===== config.mk =====
export PLATFORM = sky130hd
export DESIGN_NAME = run_stop_control
export DESIGN_NICKNAME = d
export VERILOG_FILES = /design/src/run_stop_control.v
export VERILOG_INCLUDE_DIRS = /design/src
export SDC_FILE = /design/constraint.sdc
export NUM_CORES = 1
export LEC_CHECK = 0
export ABC_AREA = 1
export BUFFER_PORTS_ARGS = -buffer_cell sky130_fd_sc_hd__buf_2
export CAP_MARGIN = 25
export CORE_UTILIZATION = 35
export DETAILED_ROUTE_END_ITERATION = 12
export GPL_ROUTABILITY_DRIVEN = 0
export PLACE_DENSITY = 0.56
export SLEW_MARGIN = 30
export SYNTH_ARGS = -nofsm -noshare
export SYNTH_HDL_FRONTEND = slang
export SYNTH_SLANG_ARGS = --single-unit

===== constraint.sdc =====
create_clock -name clk -period 10.15 [get_ports clk]
set_input_delay 0 -clock clk [delete_from_list [all_inputs] [get_ports clk]]
set_output_delay 0 -clock clk [all_outputs]
set_load 0.005 [all_outputs]

===== src/run_stop_defines.vh =====
// Constants for the run/stop startup controller
`ifndef RUN_STOP_DEFINES_VH
`define RUN_STOP_DEFINES_VH

`define CLK_FREQ_HZ 250000000
`define GATE_TIME_S 2
`define BOOT_WAIT 4'h4

`define ADR_CTRL 4'h0
`define ADR_STATUS 4'h1
`define ADR_RATE 4'h2
`define ADR_PASSWORD 4'h3
`define ADR_PWKEY 4'h4

`define CTRL_START 0
`define CTRL_STOP 1
`define CTRL_LOADED 2
`define CTRL_PROT 3

`define ST_STOP 2'h0
`define ST_COPY 2'h1
`define ST_RUN 2'h2

`define PH_INPUT 2'h0
`define PH_EVAL 2'h1
`define PH_OUTPUT 2'h2

`endif

===== src/run_stop_control.v =====
// Run/stop startup controller with cycle engine and cycle-rate monitor
`timescale 1ns/1ns
`include "run_stop_defines.vh"
module run_stop_control #(
    parameter GATE_CYCLES = `GATE_TIME_S * `CLK_FREQ_HZ, // Gate length in clocks
    parameter COPY_CYCLES = 16, // Card copy duration in clocks
    parameter CNT_W = 32 // Counter width
) (
    input wire clk, // 250 MHz clock
    input wire reset, // Async reset, active high
    input wire [3:0] wb_adr_i, // Word address
    input wire [31:0] wb_dat_i, // Write data
    output reg [31:0] wb_dat_o, // Read data
    input wire [3:0] wb_sel_i, // Byte selects
    input wire wb_we_i, // Write enable
    input wire wb_cyc_i, // Cycle
    input wire wb_stb_i, // Strobe
    output reg wb_ack_o, // Acknowledge
    input wire mem_valid_in, // Stored validity flag of internal memory
    input wire card_present_in, // Card detect pin
    input wire card_valid_in, // Card holds a program
    input wire card_protected_in, // Card is know-how protected
    output reg copy_active, // Card-to-memory copy in progress
    output reg erase_pulse, // Erase internal program
    output reg sample_inputs, // Input sampling phase
    output reg eval_program, // Evaluation phase
    output reg update_outputs, // Output update phase
    output reg marker, // Inverted marker
    output wire lamp_red, // Red status lamp
    output wire lamp_green // Green status lamp
);
    wire card_lvl;
    wire pvld_lvl;
    wire prot_lvl;
    wire mvld_lvl;
    reg card_r;
    reg [1:0] state_r;
    reg [1:0] phase_r;
    reg boot_r;
    reg [3:0] boot_cnt_r;
    reg loaded_r;
    reg [31:0] copy_cnt_r;
    reg [CNT_W-1:0] gate_cnt_r;
    reg [CNT_W-1:0] per_cnt_r;
    reg [CNT_W-1:0] rate_r;
    reg [31:0] password_r;
    reg [31:0] key_r;
    reg prot_seen_r;
    wire wr;
    wire rd;
    wire wr_ctrl;
    wire ctrl_start;
    wire ctrl_stop;
    wire ctrl_loaded;
    wire wr_pw;
    wire wr_key;
    wire period_end;
    wire card_now;
    wire unlocked;

    // A write lands only at the edge where the master sees ack high
    assign wr = wb_cyc_i & wb_stb_i & wb_we_i & wb_ack_o;
    assign rd = wb_cyc_i & wb_stb_i & ~wb_we_i & ~wb_ack_o;
    assign wr_ctrl = wr & (wb_adr_i == `ADR_CTRL) & wb_sel_i[0];
    assign ctrl_start = wr_ctrl & wb_dat_i[`CTRL_START];
    assign ctrl_stop = wr_ctrl & wb_dat_i[`CTRL_STOP];
    assign ctrl_loaded = wr_ctrl & wb_dat_i[`CTRL_LOADED];
    assign wr_pw = wr & (wb_adr_i == `ADR_PASSWORD);
    assign wr_key = wr & (wb_adr_i == `ADR_PWKEY);
    // Marker just fell: one full marker period has passed
    assign period_end = update_outputs & ~marker;
    assign card_now = card_lvl;
    assign unlocked = ~prot_seen_r | (key_r == password_r);
    assign lamp_red = (state_r != `ST_RUN);
    assign lamp_green = (state_r == `ST_RUN);

    // Slot and memory pins are asynchronous; each level settles after four clocks
    pin_filter #(
        .RESET_LEVEL(1'b0)
    ) pres_filter (
        .clk(clk),
        .reset(reset),
        .pin(card_present_in),
        .level(card_lvl)
    );

    pin_filter #(
        .RESET_LEVEL(1'b0)
    ) pvld_filter (
        .clk(clk),
        .reset(reset),
        .pin(card_valid_in),
        .level(pvld_lvl)
    );

    pin_filter #(
        .RESET_LEVEL(1'b0)
    ) prot_filter (
        .clk(clk),
        .reset(reset),
        .pin(card_protected_in),
        .level(prot_lvl)
    );

    pin_filter #(
        .RESET_LEVEL(1'b0)
    ) mvld_filter (
        .clk(clk),
        .reset(reset),
        .pin(mem_valid_in),
        .level(mvld_lvl)
    );

    always @(posedge clk or posedge reset) begin
        if (reset) begin
            card_r <= 1'b0;
        end else begin
            card_r <= card_now;
        end
    end

    // Run/stop sequencer; no local button exists, so boot, host and a protected-card pull steer it
    always @(posedge clk or posedge reset) begin
        if (reset) begin
            state_r <= `ST_STOP;
            boot_r <= 1'b1;
            boot_cnt_r <= 4'h0;
            loaded_r <= 1'b0;
            copy_cnt_r <= 32'h0;
            copy_active <= 1'b0;
            erase_pulse <= 1'b0;
            prot_seen_r <= 1'b0;
        end else begin
            erase_pulse <= 1'b0;
            if (boot_r) begin
                // Wait for the synchronisers to fill before deciding
                boot_cnt_r <= boot_cnt_r + 4'h1;
                if (boot_cnt_r == `BOOT_WAIT) begin
                    boot_r <= 1'b0;
                    if (card_now && pvld_lvl) begin
                        state_r <= `ST_COPY;
                        copy_active <= 1'b1;
                        copy_cnt_r <= 32'h0;
                        prot_seen_r <= prot_lvl;
                    end else if (mvld_lvl) begin
                        loaded_r <= 1'b1;
                        state_r <= `ST_RUN;
                    end else begin
                        state_r <= `ST_STOP;
                    end
                end
            end else begin
                case (state_r)
                    `ST_COPY: begin
                        copy_cnt_r <= copy_cnt_r + 32'h1;
                        if (copy_cnt_r == COPY_CYCLES - 1) begin
                            copy_active <= 1'b0;
                            loaded_r <= 1'b1;
                            state_r <= `ST_RUN;
                        end
                    end
                    `ST_RUN: begin
                        if (ctrl_stop) begin
                            state_r <= `ST_STOP;
                        end
                    end
                    `ST_STOP: begin
                        // Host start after download
                        if (ctrl_start && loaded_r) begin
                            state_r <= `ST_RUN;
                        end
                    end
                    default: state_r <= `ST_STOP;
                endcase
                if (ctrl_loaded) begin
                    loaded_r <= 1'b1;
                    prot_seen_r <= 1'b0;
                end
                // Protected card pulled: program is wiped, block stops, even mid-copy
                if (prot_seen_r && card_r && !card_now) begin
                    erase_pulse <= 1'b1;
                    copy_active <= 1'b0;
                    loaded_r <= 1'b0;
                    prot_seen_r <= 1'b0;
                    state_r <= `ST_STOP;
                end
            end
        end
    end

    // Three-phase program cycle, only while running
    always @(posedge clk or posedge reset) begin
        if (reset) begin
            phase_r <= `PH_INPUT;
            sample_inputs <= 1'b0;
            eval_program <= 1'b0;
            update_outputs <= 1'b0;
            marker <= 1'b0;
        end else begin
            sample_inputs <= 1'b0;
            eval_program <= 1'b0;
            update_outputs <= 1'b0;
            if (state_r == `ST_RUN) begin
                case (phase_r)
                    `PH_INPUT: begin
                        sample_inputs <= 1'b1;
                        phase_r <= `PH_EVAL;
                    end
                    `PH_EVAL: begin
                        eval_program <= 1'b1;
                        phase_r <= `PH_OUTPUT;
                    end
                    `PH_OUTPUT: begin
                        update_outputs <= 1'b1;
                        marker <= ~marker;
                        phase_r <= `PH_INPUT;
                    end
                    default: phase_r <= `PH_INPUT;
                endcase
            end else begin
                phase_r <= `PH_INPUT;
            end
        end
    end

    // Rate monitor: a period is counted on each falling marker edge, except one on the clock where the gate count restarts
    always @(posedge clk or posedge reset) begin
        if (reset) begin
            gate_cnt_r <= {CNT_W{1'b0}};
            per_cnt_r <= {CNT_W{1'b0}};
            rate_r <= {CNT_W{1'b0}};
        end else if (gate_cnt_r == GATE_CYCLES - 1) begin
            gate_cnt_r <= {CNT_W{1'b0}};
            rate_r <= per_cnt_r;
            per_cnt_r <= {CNT_W{1'b0}};
        end else begin
            gate_cnt_r <= gate_cnt_r + {{(CNT_W-1){1'b0}}, 1'b1};
            if (period_end)
                per_cnt_r <= per_cnt_r + {{(CNT_W-1){1'b0}}, 1'b1};
        end
    end

    // Wishbone slave, one registered ack per request
    always @(posedge clk or posedge reset) begin
        if (reset) begin
            wb_ack_o <= 1'b0;
            wb_dat_o <= 32'h0;
            password_r <= 32'h0;
            key_r <= 32'h0;
        end else begin
            wb_ack_o <= wb_cyc_i & wb_stb_i & ~wb_ack_o;
            if (wr_pw) begin
                password_r <= wb_dat_i;
            end
            if (wr_key) begin
                key_r <= wb_dat_i;
            end
            wb_dat_o <= 32'h0;
            if (rd) begin
                case (wb_adr_i)
                    `ADR_CTRL: wb_dat_o <= {28'h0, prot_seen_r, loaded_r, 2'h0};
                    `ADR_STATUS: wb_dat_o <= {24'h0, marker, copy_active, card_r,
                        unlocked, lamp_green, lamp_red, state_r};
                    `ADR_RATE: begin
                        // Live data only in run and only when unlocked
                        if (state_r == `ST_RUN && unlocked)
                            wb_dat_o <= rate_r[31:0];
                    end
                    default: wb_dat_o <= 32'h0;
                endcase
            end
        end
    end
endmodule

// Three-stage pin synchroniser; the level moves only when the last two stages agree
module pin_filter #(
    parameter [0:0] RESET_LEVEL = 1'b0 // Level held during reset
) (
    input wire clk, // Clock
    input wire reset, // Async reset, active high
    input wire pin, // Asynchronous pin
    output reg level // Filtered level
);
    reg [2:0] stage_r;

    always @(posedge clk or posedge reset) begin
        if (reset) begin
            stage_r <= {3{RESET_LEVEL}};
            level <= RESET_LEVEL;
        end else begin
            stage_r <= {stage_r[1:0], pin};
            if (stage_r[1] == stage_r[2])
                level <= stage_r[2];
        end
    end
endmodule


* Yosys cells after proc, flatten, opt, wreduce, memory -nomap -nowiden
Cells that the tools add are included.
** Storage, ports and cells
- Register bits after elaboration :: 259
- Latch bits :: 0
- RAM bits :: 0
- Bits in read-only memories :: 0
- Input port bits :: 49
- Word-level logic and storage cells :: 148
- Memories :: 0
** Cells by class
- $add $sub $neg :: 4
- Multiply operators :: 0
- Div/mod/pow operators :: 0
- Order comparisons :: 0
- Equality and inequality tests :: 24
- Shift-type cells :: 0
- Mux-type cells :: 50
- Bitwise gates (word level) :: 19
- Reductions and logical operators :: 22
** Operator list (number)
- 32-bit 2-to-1 mux :: 9
- 32-bit by 1-bit adder with 32-bit output, second input constant :: 3
- 32-bit case mux with 3 select lines :: 1
- 32-bit by 29-bit == test with 1-bit output, second input constant :: 1
- 32-bit == test :: 1
- 32-bit by 4-bit == test with 1-bit output, second input constant :: 1
- 1-bit 2-to-1 mux :: 29
- 2-bit 2-to-1 mux :: 9
- 1-bit bitwise AND :: 14
- 3-bit nonzero test :: 3
- 4-bit by 2-bit == test with 1-bit output, second input constant :: 2
- 4-bit by 3-bit == test with 1-bit output, second input constant :: 2
- 4-bit inequality test, second input constant :: 2
- 4-bit AND reduction :: 2
- 4-bit nonzero test :: 2
- 2-bit by 1-bit inequality test with 1-bit output, second input constant :: 3
- 2-bit case mux with 3 select lines :: 1
- 3-bit AND reduction :: 2
- 1-bit logical AND :: 5
- 5-bit AND reduction :: 1
- 4-bit by 1-bit adder with 4-bit output, second input constant :: 1
- 1-bit == test :: 4
- 2-bit by 1-bit == test with 1-bit output, second input constant :: 2
- 2-bit == test, second input constant :: 2
- other kinds (11) :: 17

* Logic depth before layout (Yosys ltp)
Gate-level depths: netlist of the first run.
- Word-level depth :: 11
- Mapped depth :: 13

* By module
A second synthesis of the first run with hierarchy kept.
** Second synthesis, totals
- Cell total of the unflattened synthesis :: 1479
- Area total of the unflattened synthesis :: 12196.7 um2
** By module, submodules not included
- run_stop_control :: instances 1, cells each 1443, area an instance 11716.2 um2, sequential area each 6057.1 um2
- pin_filter :: instances 4, cells each 9, area an instance 120.1 um2, sequential area each 100.1 um2

* Worst setup path before layout of the first run
OpenSTA, ideal clock, no wires.
- Kind :: register -> register
- Start :: reg gate_cnt_r[0]
- End :: reg gate_cnt_r[26]
- Setup time :: 0.123 ns
- Arrival time :: 1.555 ns
- Slack :: 8.472 ns
- Cell stages (with the launch flop) :: 11
- Buffers on the path :: 0
- Clock period less this slack :: 1.678 ns
- Cell sequence :: dfrtp_1 -> ha_1 -> nand3_2 -> nor3_4 -> nand2_1 -> nor2_1 -> inv_1 -> nor2_4 -> nand2_1 -> o21ai_0 -> a21oi_1
** On the way
- Longest elaborated chain between the ends :: 2
- Elaborated cells on any way between the ends :: 3
- Classes of those cells :: add/sub: 1; eq/ne: 1; mux: 1
** RTL lines
- start: declaration :: line run_stop_control.v:43 : reg [CNT_W-1:0] gate_cnt_r;
- start signal: assignment :: line run_stop_control.v:229 : gate_cnt_r <= {CNT_W{1'b0}};
- start signal: assignment :: line run_stop_control.v:233 : gate_cnt_r <= {CNT_W{1'b0}};
- start signal: assignment :: line run_stop_control.v:237 : gate_cnt_r <= gate_cnt_r + {{(CNT_W-1){1'b0}}, 1'b1};
- 32-bit by 1-bit adder with 32-bit output / 32-bit by 29-bit == test with 1-bit output (equally long branches) :: line run_stop_control.v:237, run_stop_control.v:232
- 32-bit 2-to-1 mux * :: line run_stop_control.v:232 : end else if (gate_cnt_r == GATE_CYCLES - 1) begin
Every way passes the cells marked *; elsewhere a longest branch is shown, timed or not.
A chain may end at the register's enable or synchronous reset.

* Worst setup path in the final report of the first run
- Start :: reg gate_cnt_r[0]
- End :: reg rate_r[12]
** On the way
- Longest elaborated chain between the ends :: 1
** RTL lines
- 32-bit by 29-bit == test with 1-bit output :: line run_stop_control.v:232
- end signal: assignment :: line run_stop_control.v:231 : rate_r <= {CNT_W{1'b0}};
- end signal: assignment :: line run_stop_control.v:234 : rate_r <= per_cnt_r;
- end: declaration :: line run_stop_control.v:45 : reg [CNT_W-1:0] rate_r;
Every way passes these cells.

==> results of run 1 <==
metal layers:
metal | up-vias | routed length (um) | share of wire, % | global-route usage (%)
met1 | 4596 | 13400 | 48 | 22.2
met5 | - | 0 | 0 | 0
met3 | 43 | 981 | 3.5 | 2.22
met4 | 0 | 641 | 2.3 | 4.47
met2 | 153 | 13200 | 47 | 27.5
li1 | 4932 | - | - | -
through the flow:
step	std cells	util, %	total power [mW]	hold slack [ps]
6_report	2058	42.1	2.35	59.8
3_5_place_dp	1960	38.0	1.31	111
4_1_cts	2058	42.1	2.38	37.6
2_1_floorplan	1451	-	1.24	31.4
3_3_place_gp	1960	38.0	1.30	111
5_1_grt	2058	42.1	2.46	80.7
final timing paths:
check                                                  from                          endpoint  slack (ps)
max in group asynchronous                             reset              key_r[4]$_DFFE_PP0P_        8650
min reg2reg                prot_filter.stage_r[0]$_DFF_PP0_  prot_filter.stage_r[1]$_DFF_PP0_         350
min in group asynchronous                             reset            wb_dat_o[11]$_DFF_PP0_         160
min                                             wb_sel_i[0]            state_r[1]$_DFFE_PP0P_          60
max reg2reg                         gate_cnt_r[0]$_DFF_PP0_            rate_r[12]$_DFFE_PP0N_        7350
max                                 gate_cnt_r[0]$_DFF_PP0_            rate_r[12]$_DFFE_PP0N_        7350
state kept, by name, summed over array words and instances (netlist names), 2 cells and up:
| name | flops |
|---|---|
| boot_cnt_r | 4 |
| copy_cnt_r | 32 |
| gate_cnt_r | 32 |
| key_r | 32 |
| mvld_filter.stage_r | 3 |
| password_r | 32 |
| per_cnt_r | 32 |
| pres_filter.stage_r | 3 |
| prot_filter.stage_r | 3 |
| pvld_filter.stage_r | 3 |
| rate_r | 32 |
| state_r | 2 |
| wb_dat_o | 32 |
cell usage in the layout, fill, tap and decap left out, types with 3 or more instances in the layout:
master / synthesis / layout
nor2_2: 10 / 10
nor2_1: 121 / 121
inv_2: 4 / 4
dfrtp_1: 257 / 257
o21a_1: 3 / 3
a21oi_1: 51 / 51
nor3b_1: 26 / 26
buf_2: 10 / 86
clkbuf_8: 0 / 8
nor3_4: 3 / 3
nand4_1: 37 / 37
xnor2_1: 31 / 31
o21ai_0: 126 / 126
dlygate4sd3_1: 0 / 45
nor4_1: 13 / 13
or2_2: 2 / 3
nor2_4: 8 / 8
nand2_2: 7 / 8
ha_1: 5 / 5
clkinv_2: 0 / 10
maj3_1: 4 / 4
nand3_1: 69 / 68
clkbuf_16: 0 / 29
o21ai_1: 5 / 5
nand2_1: 324 / 323
nor3_2: 3 / 3
o22ai_1: 3 / 3
a31oi_1: 8 / 8
buf_4: 2 / 5
xor2_1: 16 / 16
inv_1: 204 / 203
nor3_1: 46 / 46
nand3_2: 5 / 6
cells by family (layout without fill, tap and decap cells):
kind of cell	after synthesis	count (layout)	share of synthesized area (%)
and+or+nand+nor	686	686	26.2
buffers and inverters	247	399	7.89
adders and majority gates	9	9	0.841
AOI/OAI and AO/OA	204	204	8.74
DFF	258	258	52.9
xor gates and xnor gates	47	47	3.37
repair_timing:
action / in CTS / in global routing
hold buffers: 45 / 0
endpoints found under the hold margin: 195 / 0
buffers inserted: 0 / 0
critical path, cell delays in order, from the launching register on:
cell      delay [ps]
dfrtp_1          390
ha_1             240
nand3_2          130
inv_1             50
nand2_1          160
nor2_1            80
nand2_2           60
buf_4            450
clkinv_1         740
o21ai_0          380
power by group:
| group | leakage [nW] | internal (mW) | switching, mW |
|---|---|---|---|
| Clock | 0.489 | 0.630 | 0.418 |
| Combinational | 3.03 | 0.0714 | 0.128 |
| Sequential | 3.52 | 1.07 | 0.0335 |
| Total | 7.04 | 1.77 | 0.579 |
area by class of cell:
class | instances | area [um^2]
Sequential cell | 258 | 6460
Multi-Input combinational cell | 946 | 4790
Tap cell | 455 | 569
Inverter | 209 | 792
Clock inverter | 14 | 126
Timing Repair Buffer | 137 | 930
Clock buffer | 39 | 843
Fill cell | 3449 | 20000
==> impl_metrics.yaml, run 1 <==
critical_path:
  cp.arrival_ps: 3230
  cp_max_fo: 60
  start_kind: "flop"
  cp-end-kind: "flop"
  reg2regPathDepth: 9
  crit_required_ps: 10580
  critPathKind: "reg -> reg"
power:
  power.leakage_nw: 7.04
  p_per_area_nw_per_um2: 162
  irDropWorstVdd_mv: 0.109
floorplan:
  ioPinCount: 90
  dieArea_um2: 35600
  initial_utilization_pct: 35.4
  die_x_um: 189
  die_height_um: 189
  core_area_um2: 34500
  rows: 68
placement:
  place_ws_ps: 7280
  postPlaceCellArea_um2: 13100
  dp_hpwl_mm: 19.5
  io_buffers: 86
clock_network:
  cts_resized: 0
  clk-insertion-delay-late_ps: 540
  cts.htree.levels: 1
  clkSinkCount: 258
  path_clk_slew_ps: 60
  cts_tree: "done"
  cts_root_buf: "clkbuf_16"
  cts_buffer_depth: 3
  cts_buffers: 29
yosys:
  synth_cells: 1451
  ys_top_cells_by_area: "dfrtp_1 (53%), nand2_1 (10%), inv_1 (6.3%), o21ai_0 (5.2%), nor2_1 (3.7%)"
  synth_warnings: 0
  synthesis.nets: 1505
  ys.flop_type: "dfrtp_1"
  synth.avg_cell_area_um2: 8.41
  yosysUniqueCellTypes: 48
  ys_seq_area_share_pct: 52.9
  synth_most_common_cell: "nand2_1"
  synth_top_area_share_pct: 52.7
  synth_enable_flop_cells: 0
  synth-seq-cells: 258
  synth_largest_area_cell: "dfrtp_1"
  async_reset_ff_share_pct: 100
  synthTopCellsByCount: "nand2_1 (324), dfrtp_1 (257), inv_1 (204)"
  syn_area_um2: 12200
detailed_routing:
  drtAntennaViolNets: 0
  drt_first_iter_violations: 567
  drc: 0
  vias: 9724
  first_pass_iters: 5
  wl_mm: 28.3
  vias_per_cell: 4.72
  wl_per_cell_um: 13.8
global_routing:
  gr-total-overflow: 0
  antenna_found_initial: 0
  grt_pass1_vias: 9611
  grt_max_degree: 117
  grt_util_all_layers_pct: 16.4
  grt_pass1_wl_mm: 48.3
sta:
  finalSetupTns_ps: 0
  final_hold_viol_count: 0
  finalCriticalPeriod_ps: 2800
  fin_crit_sh_pct: 27.6
  fmax_ghz: 0.357
  slew_violations: 0
  grt_setup_unrepaired: "false"
  skew_ps: 11.4
  fin_ws_ps: 7350
  slew_headroom_pct: 45.1
  setup_viol: 0
  worst_pin_slew_ps: 824
hold_path:
  hold_depth: 6
  hold_class: "in -> reg"
final_layout:
  final_area_um2: 14500
  area_delta_synth_final_pct: 18.9
  antenna_cells: 0
  drive_gt1_share_pct: 12.2
  nets: 1635
run_status:
  outcome: "complete, no violations"
run:
  drv_cap: 0
(Power assumes the default switching activity.)
==> run 2, diff against run 1 <==
--- a/config.mk
+++ b/config.mk
@@ -6,13 +6,13 @@
 export SDC_FILE = /design/constraint.sdc
 export NUM_CORES = 1
 export LEC_CHECK = 0
-export ABC_AREA = 1
+export ABC_AREA = 0
 export BUFFER_PORTS_ARGS = -buffer_cell sky130_fd_sc_hd__buf_2
 export CAP_MARGIN = 25
 export CORE_UTILIZATION = 35
 export DETAILED_ROUTE_END_ITERATION = 12
 export GPL_ROUTABILITY_DRIVEN = 0
-export PLACE_DENSITY = 0.56
+export PLACE_DENSITY = 0.58
 export SLEW_MARGIN = 30
 export SYNTH_ARGS = -nofsm -noshare
 export SYNTH_HDL_FRONTEND = slang
==> constraint.sdc (replaced) <==
create_clock -name clk -period 2.5 [get_ports clk]
set_input_delay 0 -clock clk [delete_from_list [all_inputs] [get_ports clk]]
set_output_delay 0 -clock clk [all_outputs]
set_load 0.005 [all_outputs]
==> run 2 against run 1 <==
Maximum frequency rose by 20%. Worst hold slack worse by 35 ps. Sequential power increased to 4.0 times the previous value. Via count fell by 22%. Clock skew rose by 12 ps. Largest power group unchanged. Cell count fell by 26%. Routed wire length is 19% lower. Utilization rose by 1.9 points. Design area down 6.3%.
==> impl_metrics.yaml, run 2 <==
floorplan:
  core_area_um2: 30900
  die_height_um: 180
  dieArea_um2: 32500
  initial_utilization_pct: 36.0
  die_x_um: 180
  ioPinCount: 90
  rows: 64
sta:
  slew_violations: 0
  worst_pin_slew_ps: 701
  fmax_ghz: 0.427
  finalCriticalPeriod_ps: 2340
  skew_ps: 23.1
  grt_setup_unrepaired: "false"
  slew_headroom_pct: 52.9
  setup_viol: 0
  final_hold_viol_count: 0
  fin_crit_sh_pct: 93.6
  whs_ps: 24.5
final_layout:
  fill_cells: 2931
  final_cell_mix: "dfrtp_1 (257), mux2_2 (93), buf_2 (86), nor2_1 (83), nand2_1 (71)"
  nets: 1158
  antenna_cells: 0
  area_delta_synth_final_pct: 22.1
  drive_gt1_share_pct: 23.0
  final_common_cell: "dfrtp_1"
  final_core_util_pct: 43.9
  final_area_um2: 13600
yosys:
  synthesis.nets: 1003
  async_reset_ff_share_pct: 100
  synth.avg_cell_area_um2: 11.7
  synth_largest_area_cell: "dfrtp_1"
  synth-adder-area-share_pct: 0.922
  synth_enable_flop_cells: 0
  muxShareOfSynthArea_pct: 10.1
  syn_area_um2: 11100
  ys_top_cells_by_area: "dfrtp_1 (58%), mux2_2 (9.4%), xnor2_1 (5.1%), xor2_1 (3.5%), nor2_1 (2.8%)"
  synth-compound-area-share_pct: 3.17
  synth_xor_area_share_pct: 8.66
  ys.flop_type: "dfrtp_1"
  synth_cells: 949
  yosysUniqueCellTypes: 53
  synth_top_area_share_pct: 57.8
  synthTopCellsByCount: "dfrtp_1 (257), mux2_2 (93), nor2_1 (83)"
  synth_warnings: 0
  ys_seq_area_share_pct: 58.0
  synth-seq-cells: 258
  synth_top_family_by_area: "simple AND/OR/NAND/NOR gates"
  synth_most_common_cell: "dfrtp_1"
  synth_simple_gate_area_share_pct: 17.3
critical_path:
  cp-startpoint: "gate_cnt_r[9]$_DFF_PP0_"
  cp_max_fo: 36
  start_kind: "flop"
  cp.arrival_ps: 2760
  critPathKind: "reg -> reg"
  cp-end-kind: "flop"
  rr_startpoint: "gate_cnt_r[9]$_DFF_PP0_"
  crit_required_ps: 2920
hold_path:
  hold_class: "in -> async"
clock_network:
  cts_buffer_depth: 3
  cts_tree: "done"
  cts_buffers: 28
  clk-insertion-delay-late_ps: 550
  clkSinkCount: 258
  cts_root_buf: "clkbuf_16"
  path_clk_slew_ps: 60
  cts.htree.levels: 1
  cts_resized: 0
placement:
  dp_hpwl_mm: 15.5
  io_buffers: 86
  postPlaceCellArea_um2: 12200
global_routing:
  grt_pass1_vias: 7675
  grt_max_degree: 86
  antenna_found_initial: 0
  gr-total-overflow: 0
  grt_util_all_layers_pct: 14.5
  grt_pass1_wl_mm: 39.3
detailed_routing:
  vias: 7538
  wl_mm: 23.0
  first_pass_iters: 4
  drtAntennaViolNets: 0
  drc: 0
  vias_per_cell: 4.96
  wl_per_cell_um: 15.1
  drt_first_iter_violations: 320
run_status:
  outcome: "complete, no violations"
power:
  irDropWorstVdd_mv: 0.569
  power.leakage_nw: 6.35
  p_per_area_nw_per_um2: 681
run:
  drv_cap: 0
-- run 2: cells by family after synthesis --
| kind of cell | Yosys count |
|---|---|
| adder cells (fa/ha/maj) | 9 |
| flip-flops | 258 |
| AND/OR/NAND/NOR | 363 |
| multiplexers | 100 |
| AO/OA/AOI/OAI | 58 |
| buffers and inverters | 51 |
| XOR/XNOR | 110 |
-- run 2: where the power goes --
part	total, mW	switching, mW	internal (mW)
registers	4.44	0.121	4.32
clock network	4.08	1.65	2.42
logic	0.735	0.397	0.338
total	9.26	2.17	7.08
-- run 2: repair_timing --
item | CTS | global route
setup buffers | 0 | 0
hold endpoints to repair | 331 | 0
hold buffers | 46 | 0
-- run 2: area by class of cell --
cell class | count | area [um^2] | share of cell area, %
sequential | 258 | 6460 | 47.5
multi-input combinational | 640 | 4480 | 33.0
clock inverter | 8 | 115 | 0.847
timing repair buffer | 159 | 1170 | 8.60
clock buffer | 42 | 803 | 5.91
inverter | 17 | 67.6 | 0.497
tap | 396 | 495 | 3.65
-- run 2: metal layers --
metal	share of wire [%]	GRT usage (%)	vias to the layer above	wire [um]
li1	-	-	3650	-
met1	48	19.7	3756	11100
met2	47	24.0	110	10700
met3	4.0	2.59	22	911
met4	1.4	3.21	0	323
met5	0	0	-	0
-- run 2: path summary, 6_finish.rpt --
kind                                                    end  slack (ps)  depth (start not counted)
min in group clk           pvld_filter.stage_r[0]$_DFF_PP0_          90                          2
hold reg to reg            pvld_filter.stage_r[1]$_DFF_PP0_         350                          0
hold / removal                     gate_cnt_r[12]$_DFF_PP0_          20                          3
setup reg to reg                     rate_r[25]$_DFFE_PP0N_         160                          5
setup / recovery                     rate_r[25]$_DFFE_PP0N_         160                          5
max in group asynchronous                  boot_r$_DFF_PP1_        1680                          4
-- run 2: worst max-delay path, cell delays in order (launching register included) --
cell     delay (ps)
dfrtp_1         410
or4_1           530
nor3_1          290
nor3b_4         360
buf_12          250
mux2_2          350
-- run 2: per-stage QoR --
stage	setup WS [ps]	TNS, ps	cells	total power, mW
5_1_grt	39.8	0	1520	9.66
3_5_place_dp	168	0	1424	5.21
3_3_place_gp	184	0	1424	5.19
4_1_cts	133	0	1520	9.41
6_report	161	0	1520	9.26
2_1_floorplan	-899	-230990	949	4.88
